$ cat config.mk
export PLATFORM = sky130hd
export DESIGN_NAME = wdc_top
export DESIGN_NICKNAME = d
export VERILOG_FILES = /design/src/wdc_pkg.sv /design/src/wdc_tick_sync.sv /design/src/wdc_top.sv
export SDC_FILE = /design/constraint.sdc
export NUM_CORES = 1
export LEC_CHECK = 0
export BUFFER_PORTS_ARGS = -buffer_cell sky130_fd_sc_hd__buf_2
export CORE_MARGIN = 2
export CORE_UTILIZATION = 45
export CTS_CLUSTER_SIZE = 14
export DETAILED_ROUTE_END_ITERATION = 8
export GPL_TIMING_DRIVEN = 0
export PLACE_DENSITY_LB_ADDON = 0.1
export SLEW_MARGIN = 20
export SYNTH_ARGS = -nofsm -noshare
export SYNTH_HDL_FRONTEND = slang
export SYNTH_SLANG_ARGS = --single-unit
$ cat constraint.sdc
create_clock -name core_clk -period 3.7 [get_ports core_clk]
set_input_delay 0.74 -clock core_clk [delete_from_list [all_inputs] [get_ports core_clk]]
set_output_delay 0.74 -clock core_clk [all_outputs]
set_load 0.01 [all_outputs]
$ cat src/wdc_pkg.sv
`default_nettype none
package wdc_pkg;

    // register byte offsets
    localparam logic [15:0] WDC_CTRL_OFS  = 16'h1100;
    localparam logic [15:0] WDC_SRV_OFS   = 16'h1104;
    localparam logic [15:0] WDC_STAT_OFS  = 16'h1108;
    localparam logic [15:0] WDC_MASK_OFS  = 16'h110c;
    localparam logic [15:0] WDC_CNT_OFS   = 16'h1110;
    localparam logic [15:0] WDC_STATE_OFS = 16'h1114;

    // control field positions
    localparam int WDC_WIN_BIT = 0;
    localparam int WDC_CLK_BIT = 1;
    localparam int WDC_TMO_LSB = 2;
    localparam int WDC_TMO_MSB = 3;

    // status and mask bit positions
    localparam int WDC_EV_SERVICE = 0;
    localparam int WDC_EV_BADKEY  = 1;
    localparam int WDC_EV_TIMEOUT = 2;
    localparam int WDC_EV_EARLY   = 3;
    localparam int WDC_EV_W       = 4;

    // reset values
    localparam logic [3:0]          WDC_CTRL_RST = 4'h0;
    localparam logic [WDC_EV_W-1:0] WDC_STAT_RST = 4'h0;
    localparam logic [WDC_EV_W-1:0] WDC_MASK_RST = 4'h0;

    // service keys
    localparam logic [7:0] WDC_KEY_FIRST  = 8'h55;
    localparam logic [7:0] WDC_KEY_SECOND = 8'haa;

    // timeout lengths in cycles of the selected clock
    localparam int unsigned WDC_LPO_TMO_1   = 32;
    localparam int unsigned WDC_LPO_TMO_2   = 256;
    localparam int unsigned WDC_LPO_TMO_3   = 1024;
    localparam int unsigned WDC_BUS_TMO_1_D = 8192;
    localparam int unsigned WDC_BUS_TMO_2_D = 65536;
    localparam int unsigned WDC_BUS_TMO_3_D = 262144;
    localparam int          WDC_CNT_W       = 19;

    // bus answers
    localparam logic [1:0] WDC_RESP_OKAY   = 2'h0;
    localparam logic [1:0] WDC_RESP_SLVERR = 2'h2;

    typedef enum logic [1:0] {
        WDC_TMO_OFF   = 2'b00,
        WDC_TMO_SHORT = 2'b01,
        WDC_TMO_MID   = 2'b10,
        WDC_TMO_LONG  = 2'b11
    } wdc_tmo_t;

    typedef enum logic [0:0] {
        WDC_KEY_IDLE  = 1'b0,
        WDC_KEY_ARMED = 1'b1
    } wdc_key_t;

    typedef struct packed {
        wdc_tmo_t tmo;
        logic     clkSel;
        logic     winEn;
    } wdc_cfg_t;

    typedef struct packed {
        logic        awvalid;
        logic [15:0] awaddr;
        logic        wvalid;
        logic [31:0] wdata;
        logic [3:0]  wstrb;
        logic        bready;
        logic        arvalid;
        logic [15:0] araddr;
        logic        rready;
    } wdc_axi_req_t;

    typedef struct packed {
        logic        awready;
        logic        wready;
        logic        bvalid;
        logic [1:0]  bresp;
        logic        arready;
        logic        rvalid;
        logic [31:0] rdata;
        logic [1:0]  rresp;
    } wdc_axi_rsp_t;

    typedef struct packed {
        logic [2:0] shift;
        logic       tick;
    } wdc_sync_t;

    typedef struct packed {
        logic                 awHeld;
        logic [15:0]          awAddr;
        logic                 wHeld;
        logic [31:0]          wData;
        logic [3:0]           wStrb;
        logic                 bValid;
        logic [1:0]           bResp;
        logic                 rValid;
        logic [31:0]          rData;
        logic [1:0]           rResp;
        wdc_cfg_t             cfg;
        logic                 locked;
        wdc_key_t             key;
        logic [WDC_CNT_W-1:0] cnt;
        logic [WDC_EV_W-1:0]  status;
        logic [WDC_EV_W-1:0]  mask;
        logic                 sysRst;
    } wdc_state_t;

endpackage : wdc_pkg
`default_nettype wire

$ cat src/wdc_tick_sync.sv
`timescale 1ns/10ps
`default_nettype none
module wdc_tick_sync
    import wdc_pkg::*;
(
    // clock and reset
    input  wire logic core_clk,
    input  wire logic rst,
    // slow clock pin and its rising-edge strobe
    input  wire logic lpoPin,
    output logic      lpoTick
);

    wdc_sync_t q;
    wdc_sync_t d;

    // shift[0] feeds only shift[1]; edge taken between shift[1] and shift[2]
    always_comb begin
        d       = q;
        d.shift = {q.shift[1:0], lpoPin};
        d.tick  = q.shift[1] & ~q.shift[2];
    end

    always_ff @(posedge core_clk or posedge rst) begin
        if (rst) begin
            q <= '0;
        end else begin
            q <= d;
        end
    end

    assign lpoTick = q.tick;

endmodule : wdc_tick_sync
`default_nettype wire

$ cat src/wdc_top.sv
`timescale 1ns/10ps
`default_nettype none
module wdc_top
    import wdc_pkg::*;
#(
    parameter int unsigned BUS_TMO_1 = WDC_BUS_TMO_1_D,
    parameter int unsigned BUS_TMO_2 = WDC_BUS_TMO_2_D,
    parameter int unsigned BUS_TMO_3 = WDC_BUS_TMO_3_D
) (
    // clock and reset
    input  wire logic   core_clk,
    input  wire logic   rst,
    // register bus
    input  wire wdc_axi_req_t axiReq,
    output wdc_axi_rsp_t      axiRsp,
    // slow clock pin
    input  wire logic   low_power_osc_clock,
    // system outputs
    output logic        sysResetReq,
    output logic        irq
);

    wdc_state_t           q;
    wdc_state_t           d;
    logic                 lpoTick;
    logic                 cntTick;
    logic                 enabled;
    logic                 windowed;
    logic                 windowOpen;
    logic [WDC_CNT_W-1:0] limit;
    logic [WDC_CNT_W-1:0] threeQuarter;
    logic                 doWrite;
    logic                 keyWrite;
    logic                 statRead;
    logic                 serviced;
    logic [WDC_EV_W-1:0]  ev;
    logic                 resetReq;
    logic [31:0]          readData;
    logic [1:0]           readResp;

    wdc_tick_sync u_tick_sync (
        .core_clk (core_clk),
        .rst      (rst),
        .lpoPin   (low_power_osc_clock),
        .lpoTick  (lpoTick)
    );

    // period select
    always_comb begin
        limit = '0;
        case (q.cfg.tmo)
            WDC_TMO_SHORT: begin
                limit = q.cfg.clkSel ? WDC_CNT_W'(BUS_TMO_1)
                                     : WDC_CNT_W'(WDC_LPO_TMO_1);
            end
            WDC_TMO_MID: begin
                limit = q.cfg.clkSel ? WDC_CNT_W'(BUS_TMO_2)
                                     : WDC_CNT_W'(WDC_LPO_TMO_2);
            end
            WDC_TMO_LONG: begin
                limit = q.cfg.clkSel ? WDC_CNT_W'(BUS_TMO_3)
                                     : WDC_CNT_W'(WDC_LPO_TMO_3);
            end
            default: begin
                limit = '0;
            end
        endcase
    end

    assign enabled      = (q.cfg.tmo != WDC_TMO_OFF);
    assign cntTick      = q.cfg.clkSel ? 1'b1 : lpoTick;
    assign windowed     = q.cfg.winEn & q.cfg.clkSel;
    assign threeQuarter = limit - (limit >> 2);
    assign windowOpen   = (q.cnt >= threeQuarter);
    assign doWrite      = q.awHeld & q.wHeld & ~q.bValid;

    // read mux
    always_comb begin
        readData = '0;
        readResp = WDC_RESP_OKAY;
        case (axiReq.araddr)
            WDC_CTRL_OFS: begin
                readData[3:0] = q.cfg;
            end
            WDC_SRV_OFS: begin
                readData = '0;
            end
            WDC_STAT_OFS: begin
                readData[WDC_EV_W-1:0] = q.status;
            end
            WDC_MASK_OFS: begin
                readData[WDC_EV_W-1:0] = q.mask;
            end
            WDC_CNT_OFS: begin
                readData[WDC_CNT_W-1:0] = q.cnt;
            end
            WDC_STATE_OFS: begin
                readData[3:0] = {windowOpen, enabled, q.key, q.locked};
            end
            default: begin
                readResp = WDC_RESP_SLVERR;
            end
        endcase
    end

    always_comb begin
        d        = q;
        d.sysRst = 1'b0;
        ev       = '0;
        keyWrite = 1'b0;
        serviced = 1'b0;
        statRead = 1'b0;

        // write address and data captured in either order
        if (axiReq.awvalid && !q.awHeld) begin
            d.awHeld = 1'b1;
            d.awAddr = axiReq.awaddr;
        end
        if (axiReq.wvalid && !q.wHeld) begin
            d.wHeld = 1'b1;
            d.wData = axiReq.wdata;
            d.wStrb = axiReq.wstrb;
        end
        if (q.bValid && axiReq.bready) begin
            d.bValid = 1'b0;
        end

        // register write
        if (doWrite) begin
            d.awHeld = 1'b0;
            d.wHeld  = 1'b0;
            d.bValid = 1'b1;
            d.bResp  = WDC_RESP_OKAY;
            case (q.awAddr)
                WDC_CTRL_OFS: begin
                    if (q.wStrb[0] && !q.locked) begin
                        d.cfg    = q.wData[3:0];
                        d.locked = 1'b1;
                    end
                end
                WDC_SRV_OFS: begin
                    keyWrite = q.wStrb[0];
                end
                WDC_MASK_OFS: begin
                    if (q.wStrb[0]) begin
                        d.mask = q.wData[WDC_EV_W-1:0];
                    end
                end
                WDC_STAT_OFS, WDC_CNT_OFS, WDC_STATE_OFS: begin
                    d.bResp = WDC_RESP_OKAY;
                end
                default: begin
                    d.bResp = WDC_RESP_SLVERR;
                end
            endcase
        end

        // key sequence
        if (keyWrite) begin
            case (q.key)
                WDC_KEY_IDLE: begin
                    if (q.wData[7:0] == WDC_KEY_FIRST) begin
                        d.key = WDC_KEY_ARMED;
                    end else begin
                        ev[WDC_EV_BADKEY] = 1'b1;
                    end
                end
                WDC_KEY_ARMED: begin
                    if (q.wData[7:0] == WDC_KEY_SECOND) begin
                        d.key = WDC_KEY_IDLE;
                        if (enabled && windowed && !windowOpen) begin
                            ev[WDC_EV_EARLY] = 1'b1;
                        end else begin
                            serviced = 1'b1;
                        end
                    end else if (q.wData[7:0] != WDC_KEY_FIRST) begin
                        d.key             = WDC_KEY_IDLE;
                        ev[WDC_EV_BADKEY] = 1'b1;
                    end
                end
                default: begin
                    d.key = WDC_KEY_IDLE;
                end
            endcase
        end

        // timeout counter
        if (serviced) begin
            d.cnt               = '0;
            ev[WDC_EV_SERVICE]  = 1'b1;
        end else if (!enabled) begin
            d.cnt = '0;
        end else if (cntTick) begin
            if (q.cnt == limit - WDC_CNT_W'(1)) begin
                ev[WDC_EV_TIMEOUT] = 1'b1;
            end else begin
                d.cnt = q.cnt + WDC_CNT_W'(1);
            end
        end

        // register read
        if (q.rValid && axiReq.rready) begin
            d.rValid = 1'b0;
        end
        if (axiReq.arvalid && !q.rValid) begin
            d.rValid = 1'b1;
            d.rData  = readData;
            d.rResp  = readResp;
            statRead = (axiReq.araddr == WDC_STAT_OFS);
        end

        // sticky events: read clears, a new event wins
        d.status = (statRead ? '0 : q.status) | ev;

        // any fault event asks for a system reset
        resetReq = ev[WDC_EV_BADKEY] | ev[WDC_EV_TIMEOUT] | ev[WDC_EV_EARLY];

        // system reset request
        if (resetReq) begin
            d.sysRst = 1'b1;
            d.cfg    = WDC_CTRL_RST;
            d.locked = 1'b0;
            d.cnt    = '0;
            d.key    = WDC_KEY_IDLE;
        end
    end

    always_ff @(posedge core_clk or posedge rst) begin
        if (rst) begin
            q        <= '0;
            q.bResp  <= WDC_RESP_OKAY;
            q.rResp  <= WDC_RESP_OKAY;
            q.cfg    <= WDC_CTRL_RST;
            q.key    <= WDC_KEY_IDLE;
            q.status <= WDC_STAT_RST;
            q.mask   <= WDC_MASK_RST;
        end else begin
            q <= d;
        end
    end

    // bus answers
    assign axiRsp.awready = ~q.awHeld;
    assign axiRsp.wready  = ~q.wHeld;
    assign axiRsp.bvalid  = q.bValid;
    assign axiRsp.bresp   = q.bResp;
    assign axiRsp.arready = ~q.rValid;
    assign axiRsp.rvalid  = q.rValid;
    assign axiRsp.rdata   = q.rData;
    assign axiRsp.rresp   = q.rResp;

    // system outputs
    assign sysResetReq = q.sysRst;
    assign irq         = |(q.status & q.mask);

endmodule : wdc_top
`default_nettype wire

==> flow_metrics.py, run 1 <==
metrics = {
    "routing": {
        "ant_nets": 0,
        "dr.pass1.iters": 4,
        "wirelength_um": 10860,
        "num_vias": 3867,
        "route.detailed.drc": 0,
        "wire_per_inst_um": 14.46,
        "drtIter0Drc": 200,
        "via_per_inst": 5.149,
    },
    "yosys": {
        "yosys_register_bits": 88,
        "synth_area_um2": 5022,
        "synth_edf_count": 0,
        "async_reset_ff_share_pct": 100.0,
        "synth_cell_types": 61,
        "seq_area_frac_synth_pct": 43.85,
        "syn_avg_cell_area_um2": 9.926,
        "netlist_instances": 506,
        "synth_flop_cell": "dfrtp_1",
        "ys.warnings.count": 0,
    },
    "hold_path": {
        "hp-class": "reg -> reg",
    },
    "global_route": {
        "grt_pass1_vias": 3710,
        "gr-usage-all-layers_pct": 19.62,
        "grt_pass1_wl_um": 18150,
        "grt-ovfl-total": 0,
        "grt_max_degree": 51,
        "antenna_found_initial": 0,
    },
    "clock_network": {
        "clockBufferDepth": 2,
        "hold_buffers": 0,
        "cts_buffers": 9,
        "clk_pin_slew_worst_paths_ns": 0.08,
        "htreeDepth": 3,
        "clock_sinks": 88,
        "clkLatencyLatePin_ns": 0.37,
        "cts-root-buf": "clkbuf_8",
        "cts_tree": "built",
    },
    "finish": {
        "n_fill_cell": 1032,
        "final_nets": 700,
        "diodes": 0,
        "drive_gt1_share_pct": 31.10,
        "final_core_utilization_pct": 53.87,
        "final_cell_mix": "dfrtp_1 (88), buf_2 (77), nand2_1 (64)",
        "area_delta_synth_final_pct": 16.79,
        "multi_input_area_um2": 2452,
        "register_area_um2": 2202,
        "final_common_cell": "dfrtp_1",
    },
    "timing": {
        "setup_tns_ns": 0,
        "slew_viol_final": 0,
        "clock_skew_ns": 0.01245,
        "finalHoldViolCount": 0,
        "rsz0062_at_grt": "no",
        "timing.fmax_mhz": 297.0,
        "fin_crit_ns": 3.367,
        "relSlewSlack_pct": 56.60,
        "setup_viol": 0,
        "fin_crit_sh_pct": 91.01,
        "worstMarginPinSlew_ns": 0.6496,
    },
    "pwr": {
        "ir_drop_mv": 0.3175,
        "p_total_mw": 2.332,
        "p_leak_nw": 2.676,
        "cellPowerDensity_nw_per_um2": 397.6,
    },
    "flow_run": {
        "maxCapViolations": 0,
    },
    "setup_path": {
        "path_buf_inv": 2,
        "critical-path-max-stage-delay_ns": 0.40,
        "r2r_cells": 14,
        "r2r-end": "q[31]",
        "crit_path_start_kind": "flip-flop",
        "critPathTopFamily": "compound AO/OA/AOI/OAI gates",
        "cp.depth": 14,
        "worstPathCellList": "buf_4, clkbuf_2, nand2b_1, ha_2, or2_2, a21oi_1, o21ai_0, ha_1, a21oi_1, o21ai_0, a2111oi_2, nand2_1, o221ai_4, nor2_1",
        "required_ns": 3.94,
        "arrival_ns": 3.61,
        "setup.worst_path.class": "reg -> reg",
        "regToRegSetupSlack_ns": 0.33,
        "r2r-start": "q[32]",
        "cp_slowest_cell": "a2111oi_2",
        "crit_fanout": 10,
        "crit_start": "q[32]",
        "cp-end-kind": "flip-flop",
        "cp-endpoint": "q[31]",
    },
    "floorplanning": {
        "start_util_pct": 46.13,
        "die_x_um": 109.6,
        "fp.coreArea_um2": 10890,
        "die_area_um2": 12020,
        "io_pins": 119,
        "fp.dieH_um": 109.6,
        "rows": 38,
    },
    "place": {
        "dpl.hpwl_um": 8308,
        "gp_congestion": 0.8532,
        "io_buffers": 74,
    },
    "status": {
        "status": "complete, no violations",
    },
}
[per-layer routing]
layer	part of all wire, %	vias up	global-route usage [%]
li1	-	1928	-
met1	47	1824	26.44
met2	47	98	31.53
met3	4.9	17	3.794
met4	1.6	0	7.052
met5	0	-	0
[layout make-up]
class	instances	area share, %
Clock inverter	6	1.024
Tap cell	140	2.986
Inverter	16	1.067
Clock buffer	10	2.176
Timing Repair Buffer	75	6.783
Sequential cell	88	37.54
Buffer	61	6.613
Multi-Input combinational cell	355	41.81
[stage by stage]
step	cells	hold WS (ns)	worst slack, ns	area [µm²]
global route	751	0.3731	0.04424	5866
global placement	734	0.3346	-0.3444	5620
finish	751	0.3547	0.3327	5866
detailed placement	735	0.3387	0.009836	5650
floorplan	520	0.3312	0.5415	5075
CTS	751	0.3584	0.07406	5839
[power by group]
group	leakage [nW]	internal, mW	switching (mW)
logic	1.45	0.250	0.183
clock network	0.0920	0.309	0.338
registers	1.13	1.13	0.126
[worst reg2reg max path, stage by stage (launching register included)]
cell       delay, ns
dfrtp_1         0.38
buf_4           0.17
clkbuf_2        0.22
nand2b_1        0.24
ha_2            0.26
or2_2           0.32
a21oi_1         0.14
o21ai_0         0.11
ha_1            0.21
a21oi_1         0.12
o21ai_0         0.14
a2111oi_2       0.40
nand2_1         0.17
o221ai_4        0.27
nor2_1          0.09
[cell usage after synthesis (4+ instances only)]
library cell  number  area share [%]
or2_2              4            0.50
xnor2_1            4            0.70
nand3_1           11             1.1
a21oi_1           13             1.3
nand4_1           14             1.7
nor3_1             7            0.70
inv_1             16             1.2
buf_4             39             5.8
mux2i_1            8             1.6
nor2b_1            8             1.0
clkbuf_1          16             1.2
nand3b_1           4            0.60
or3_1              4            0.50
nor2_2             9             1.1
and3_1             8             1.0
nor2_1            22             1.6
xor2_1            14             2.4
o21ai_0           30             3.0
ha_1              18             4.5
nand2_1           64             4.8
dfrtp_1           88              44
mux2_2            32             7.2
[worst min path at each step]
stage                             to              from  slack (ns)  cells past startpoint
floorplan           u_tick_sync.d[3]  u_tick_sync.d[2]        0.33                      0
global placement    u_tick_sync.d[3]  u_tick_sync.d[2]        0.33                      0
detailed placement  u_tick_sync.d[3]  u_tick_sync.d[2]        0.34                      0
CTS                 u_tick_sync.d[3]  u_tick_sync.d[2]        0.36                      0
global route        u_tick_sync.d[3]  u_tick_sync.d[2]        0.37                      0
finish              u_tick_sync.d[3]  u_tick_sync.d[2]        0.35                      0
[cell families (layout without fill, tap and decap cells)]
kind of cell	Yosys count	count (layout)	synth area share, %
adder cells (fa/ha/maj)	18	18	4.484
XOR/XNOR	18	18	3.139
AO/OA/AOI/OAI	78	78	11.06
multiplexers	40	40	8.769
other	2	16	0.1495
AND/OR/NAND/NOR	185	185	19.66
buffers and inverters	77	168	8.894
flip-flops	88	88	43.85
[repair_timing]
action                                  CTS  global route
pin swaps                                 0             0
gates resized for setup                   1             6
endpoints found under the setup margin    1             7
buffers inserted                          0             0
[registers in the layout (all words and copies together), names as in the netlist]
register	count
u_tick_sync.lpoTick	1
q	60
u_tick_sync.q	1
sysResetReq	1
axiRsp	23
u_tick_sync.d	2
(Power assumes the default switching activity.)
==> run 2: changes to the inputs <==
--- a/config.mk
+++ b/config.mk
@@ -6,7 +6,6 @@
 export NUM_CORES = 1
 export LEC_CHECK = 0
 export BUFFER_PORTS_ARGS = -buffer_cell sky130_fd_sc_hd__buf_2
-export CORE_MARGIN = 2
 export CORE_UTILIZATION = 45
 export CTS_CLUSTER_SIZE = 14
 export DETAILED_ROUTE_END_ITERATION = 8
==> run 2 against run 1 <==
Hold slack better by 0.0091 ns. Non-clock buffer count is 3 higher. Clock-buffer cell count stayed put. Power is 2.7% higher. Sequential cell count stayed put. Global-route usage is 0.77 points higher. Register-to-register slack worse by 0.04 ns. Clock skew is 0.0046 ns lower. Die area is 3.6% lower. Sequential power hardly changed. Highest routed layer unchanged.
==> flow_metrics.py, run 2 (synthesis results as in run 1) <==
metrics = {
    "timing": {
        "rsz0062_at_grt": "no",
        "finalHoldViolCount": 0,
        "setup_tns_ns": 0,
        "hold_ws_ns": 0.3638,
        "fin_crit_sh_pct": 92.03,
        "fin_crit_ns": 3.405,
        "timing.fmax_mhz": 293.7,
        "slew_viol_final": 0,
        "setup_viol": 0,
        "setup_slack_ns": 0.2949,
        "worstMarginPinSlew_ns": 0.6680,
        "relSlewSlack_pct": 55.37,
        "clock_skew_ns": 0.007874,
    },
    "pwr": {
        "comb_power_share_pct": 18.0,
        "p_total_mw": 2.396,
        "pwr-share-seq_pct": 52.1,
        "p_clk_share_pct": 29.9,
        "p_sw_share_pct": 26.75,
        "ir_drop_mv": 0.2570,
        "p_int_mw": 1.755,
        "switching_power_mw": 0.6409,
        "p_leak_nw": 2.708,
        "cellPowerDensity_nw_per_um2": 405.4,
    },
    "setup_path": {
        "r2r_cells": 14,
        "worstPathCellList": "buf_4, clkbuf_2, nand2b_1, ha_1, or2_2, a21oi_1, o21ai_0, ha_1, and4_1, nand4_1, a221o_1, nand2_1, o221ai_4, a21oi_1",
        "required_ns": 3.98,
        "regToRegSetupSlack_ns": 0.29,
        "r2r-end": "q[29]",
        "arrival_ns": 3.69,
        "critical-path-max-stage-delay_ns": 0.38,
        "setup.worst_path.class": "reg -> reg",
        "crit_path_start_kind": "flip-flop",
        "cp_slowest_cell": "dfrtp_1",
        "cp-end-kind": "flip-flop",
        "r2r-start": "q[32]",
        "crit_fanout": 10,
    },
    "place": {
        "io_buffers": 74,
        "pre_cts_ws_ns": 0.001445,
        "dpl-instance-area_um2": 5650,
        "dpl.hpwl_um": 8274,
        "gp_congestion": 0.8888,
    },
    "finish": {
        "diodes": 0,
        "fin_area_um2": 5911,
        "area_delta_synth_final_pct": 17.69,
        "n_fill_cell": 1003,
        "multi_input_area_um2": 2452,
        "register_area_um2": 2202,
        "final_nets": 703,
        "final_common_cell": "dfrtp_1",
        "largest-register": "q",
        "final_cell_mix": "dfrtp_1 (88), buf_2 (77), nand2_1 (64)",
        "largest_reg_flops": 60,
        "drive_gt1_share_pct": 31.32,
    },
    "routing": {
        "num_vias": 3931,
        "wire_per_inst_um": 14.38,
        "route.detailed.drc": 0,
        "wirelength_um": 10830,
        "drtIter0Drc": 189,
        "via_per_inst": 5.220,
        "dr.pass1.iters": 4,
        "ant_nets": 0,
    },
    "global_route": {
        "gr-usage-all-layers_pct": 20.39,
        "grt_pass1_wl_um": 18340,
        "grt_pass1_vias": 3835,
        "antenna_found_initial": 0,
        "grt-ovfl-total": 0,
        "grt_max_degree": 49,
    },
    "clock_network": {
        "clockBufferDepth": 2,
        "clkLatencyLatePin_ns": 0.35,
        "cts_buffers": 9,
        "clock_sinks": 88,
        "htreeDepth": 3,
        "cts-root-buf": "clkbuf_8",
        "cts_tree": "built",
        "hold_buffers": 0,
        "clk_pin_slew_worst_paths_ns": 0.09,
    },
    "floorplanning": {
        "io_pins": 119,
        "fp.coreArea_um2": 10840,
        "rows": 38,
        "die_x_um": 107.6,
        "fp.dieH_um": 107.6,
        "die_area_um2": 11590,
        "start_util_pct": 46.33,
    },
    "hold_path": {
        "hold_path_depth": 0,
        "min_from": "u_tick_sync.d[2]",
        "hp-class": "reg -> reg",
        "hold-path-endpoint": "u_tick_sync.d[3]",
    },
    "flow_run": {
        "maxCapViolations": 0,
    },
    "status": {
        "status": "complete, no violations",
    },
}
run 2: cell types whose count changed in the layout (fill, tap and decap cells not counted), moves of 2 or more:
cell | previous run | this run
buf_4 | 39 | 42
clkinv_2 | 3 | 1
clkinvlp_4 | 2 | 0
clkinv_4 | 0 | 2
run 2: how the worst max path moves through the flow:
| stage | endpoint | slack (ns) | start |
|---|---|---|---|
| final | q[29] | 0.29 | q[32] |
| after global placement | axiRsp[34] | -0.33 | rst |
| after floorplan | q[30] | 0.54 | q[33] |
| after CTS | q[32] | 0.04 | q[33] |
| after detailed placement | q[30] | 0.001 | q[33] |
| after global routing | q[29] | 0.04 | q[32] |
run 2: stage by stage:
| stage | instances | util, % |
|---|---|---|
| after floorplan | 520 | - |
| after global placement | 734 | 51.85 |
| after detailed placement | 735 | 52.12 |
| after CTS | 750 | 54.07 |
| after global routing | 753 | 54.52 |
| final | 753 | 54.52 |
run 2: layout make-up:
class | instances | area share [%]
inverters | 16 | 1.058
well taps | 140 | 2.964
flip-flops and latches | 88 | 37.26
repair buffers | 78 | 7.113
clock buffers | 10 | 2.159
clock inverters | 5 | 1.397
plain buffers | 61 | 6.562
multi-input cells | 355 | 41.49
run 2: power groups by stage:
stage / clock network, mW / logic (mW) / registers, mW
after floorplan: 0 / 0.341 / 1.23
after global placement: 0 / 0.422 / 1.26
after detailed placement: 0 / 0.437 / 1.27
after CTS: 0.739 / 0.438 / 1.25
after global routing: 0.769 / 0.484 / 1.28
final: 0.717 / 0.432 / 1.25
run 2: layer usage:
metal	vias up	wire length [µm]	global-route usage, %
li1	1934	-	-
met1	1872	5020	26.83
met2	108	5075	33.24
met3	17	500	3.208
met4	0	234	8.708
met5	-	0	0
run 2: critical path: cells and delay by family, from the launching register on:
family	cells	cell delay [ns]
simple gates	5	1.10
compound gates	5	0.87
fa+ha+maj	2	0.58
buf+inv	2	0.39
flops	1	0.38
run 2: timing repair:
action | CTS | global route
endpoints found under the setup margin | 5 | 10
pin swaps | 0 | 2
gates resized for setup | 1 | 6
setup buffers | 0 | 3
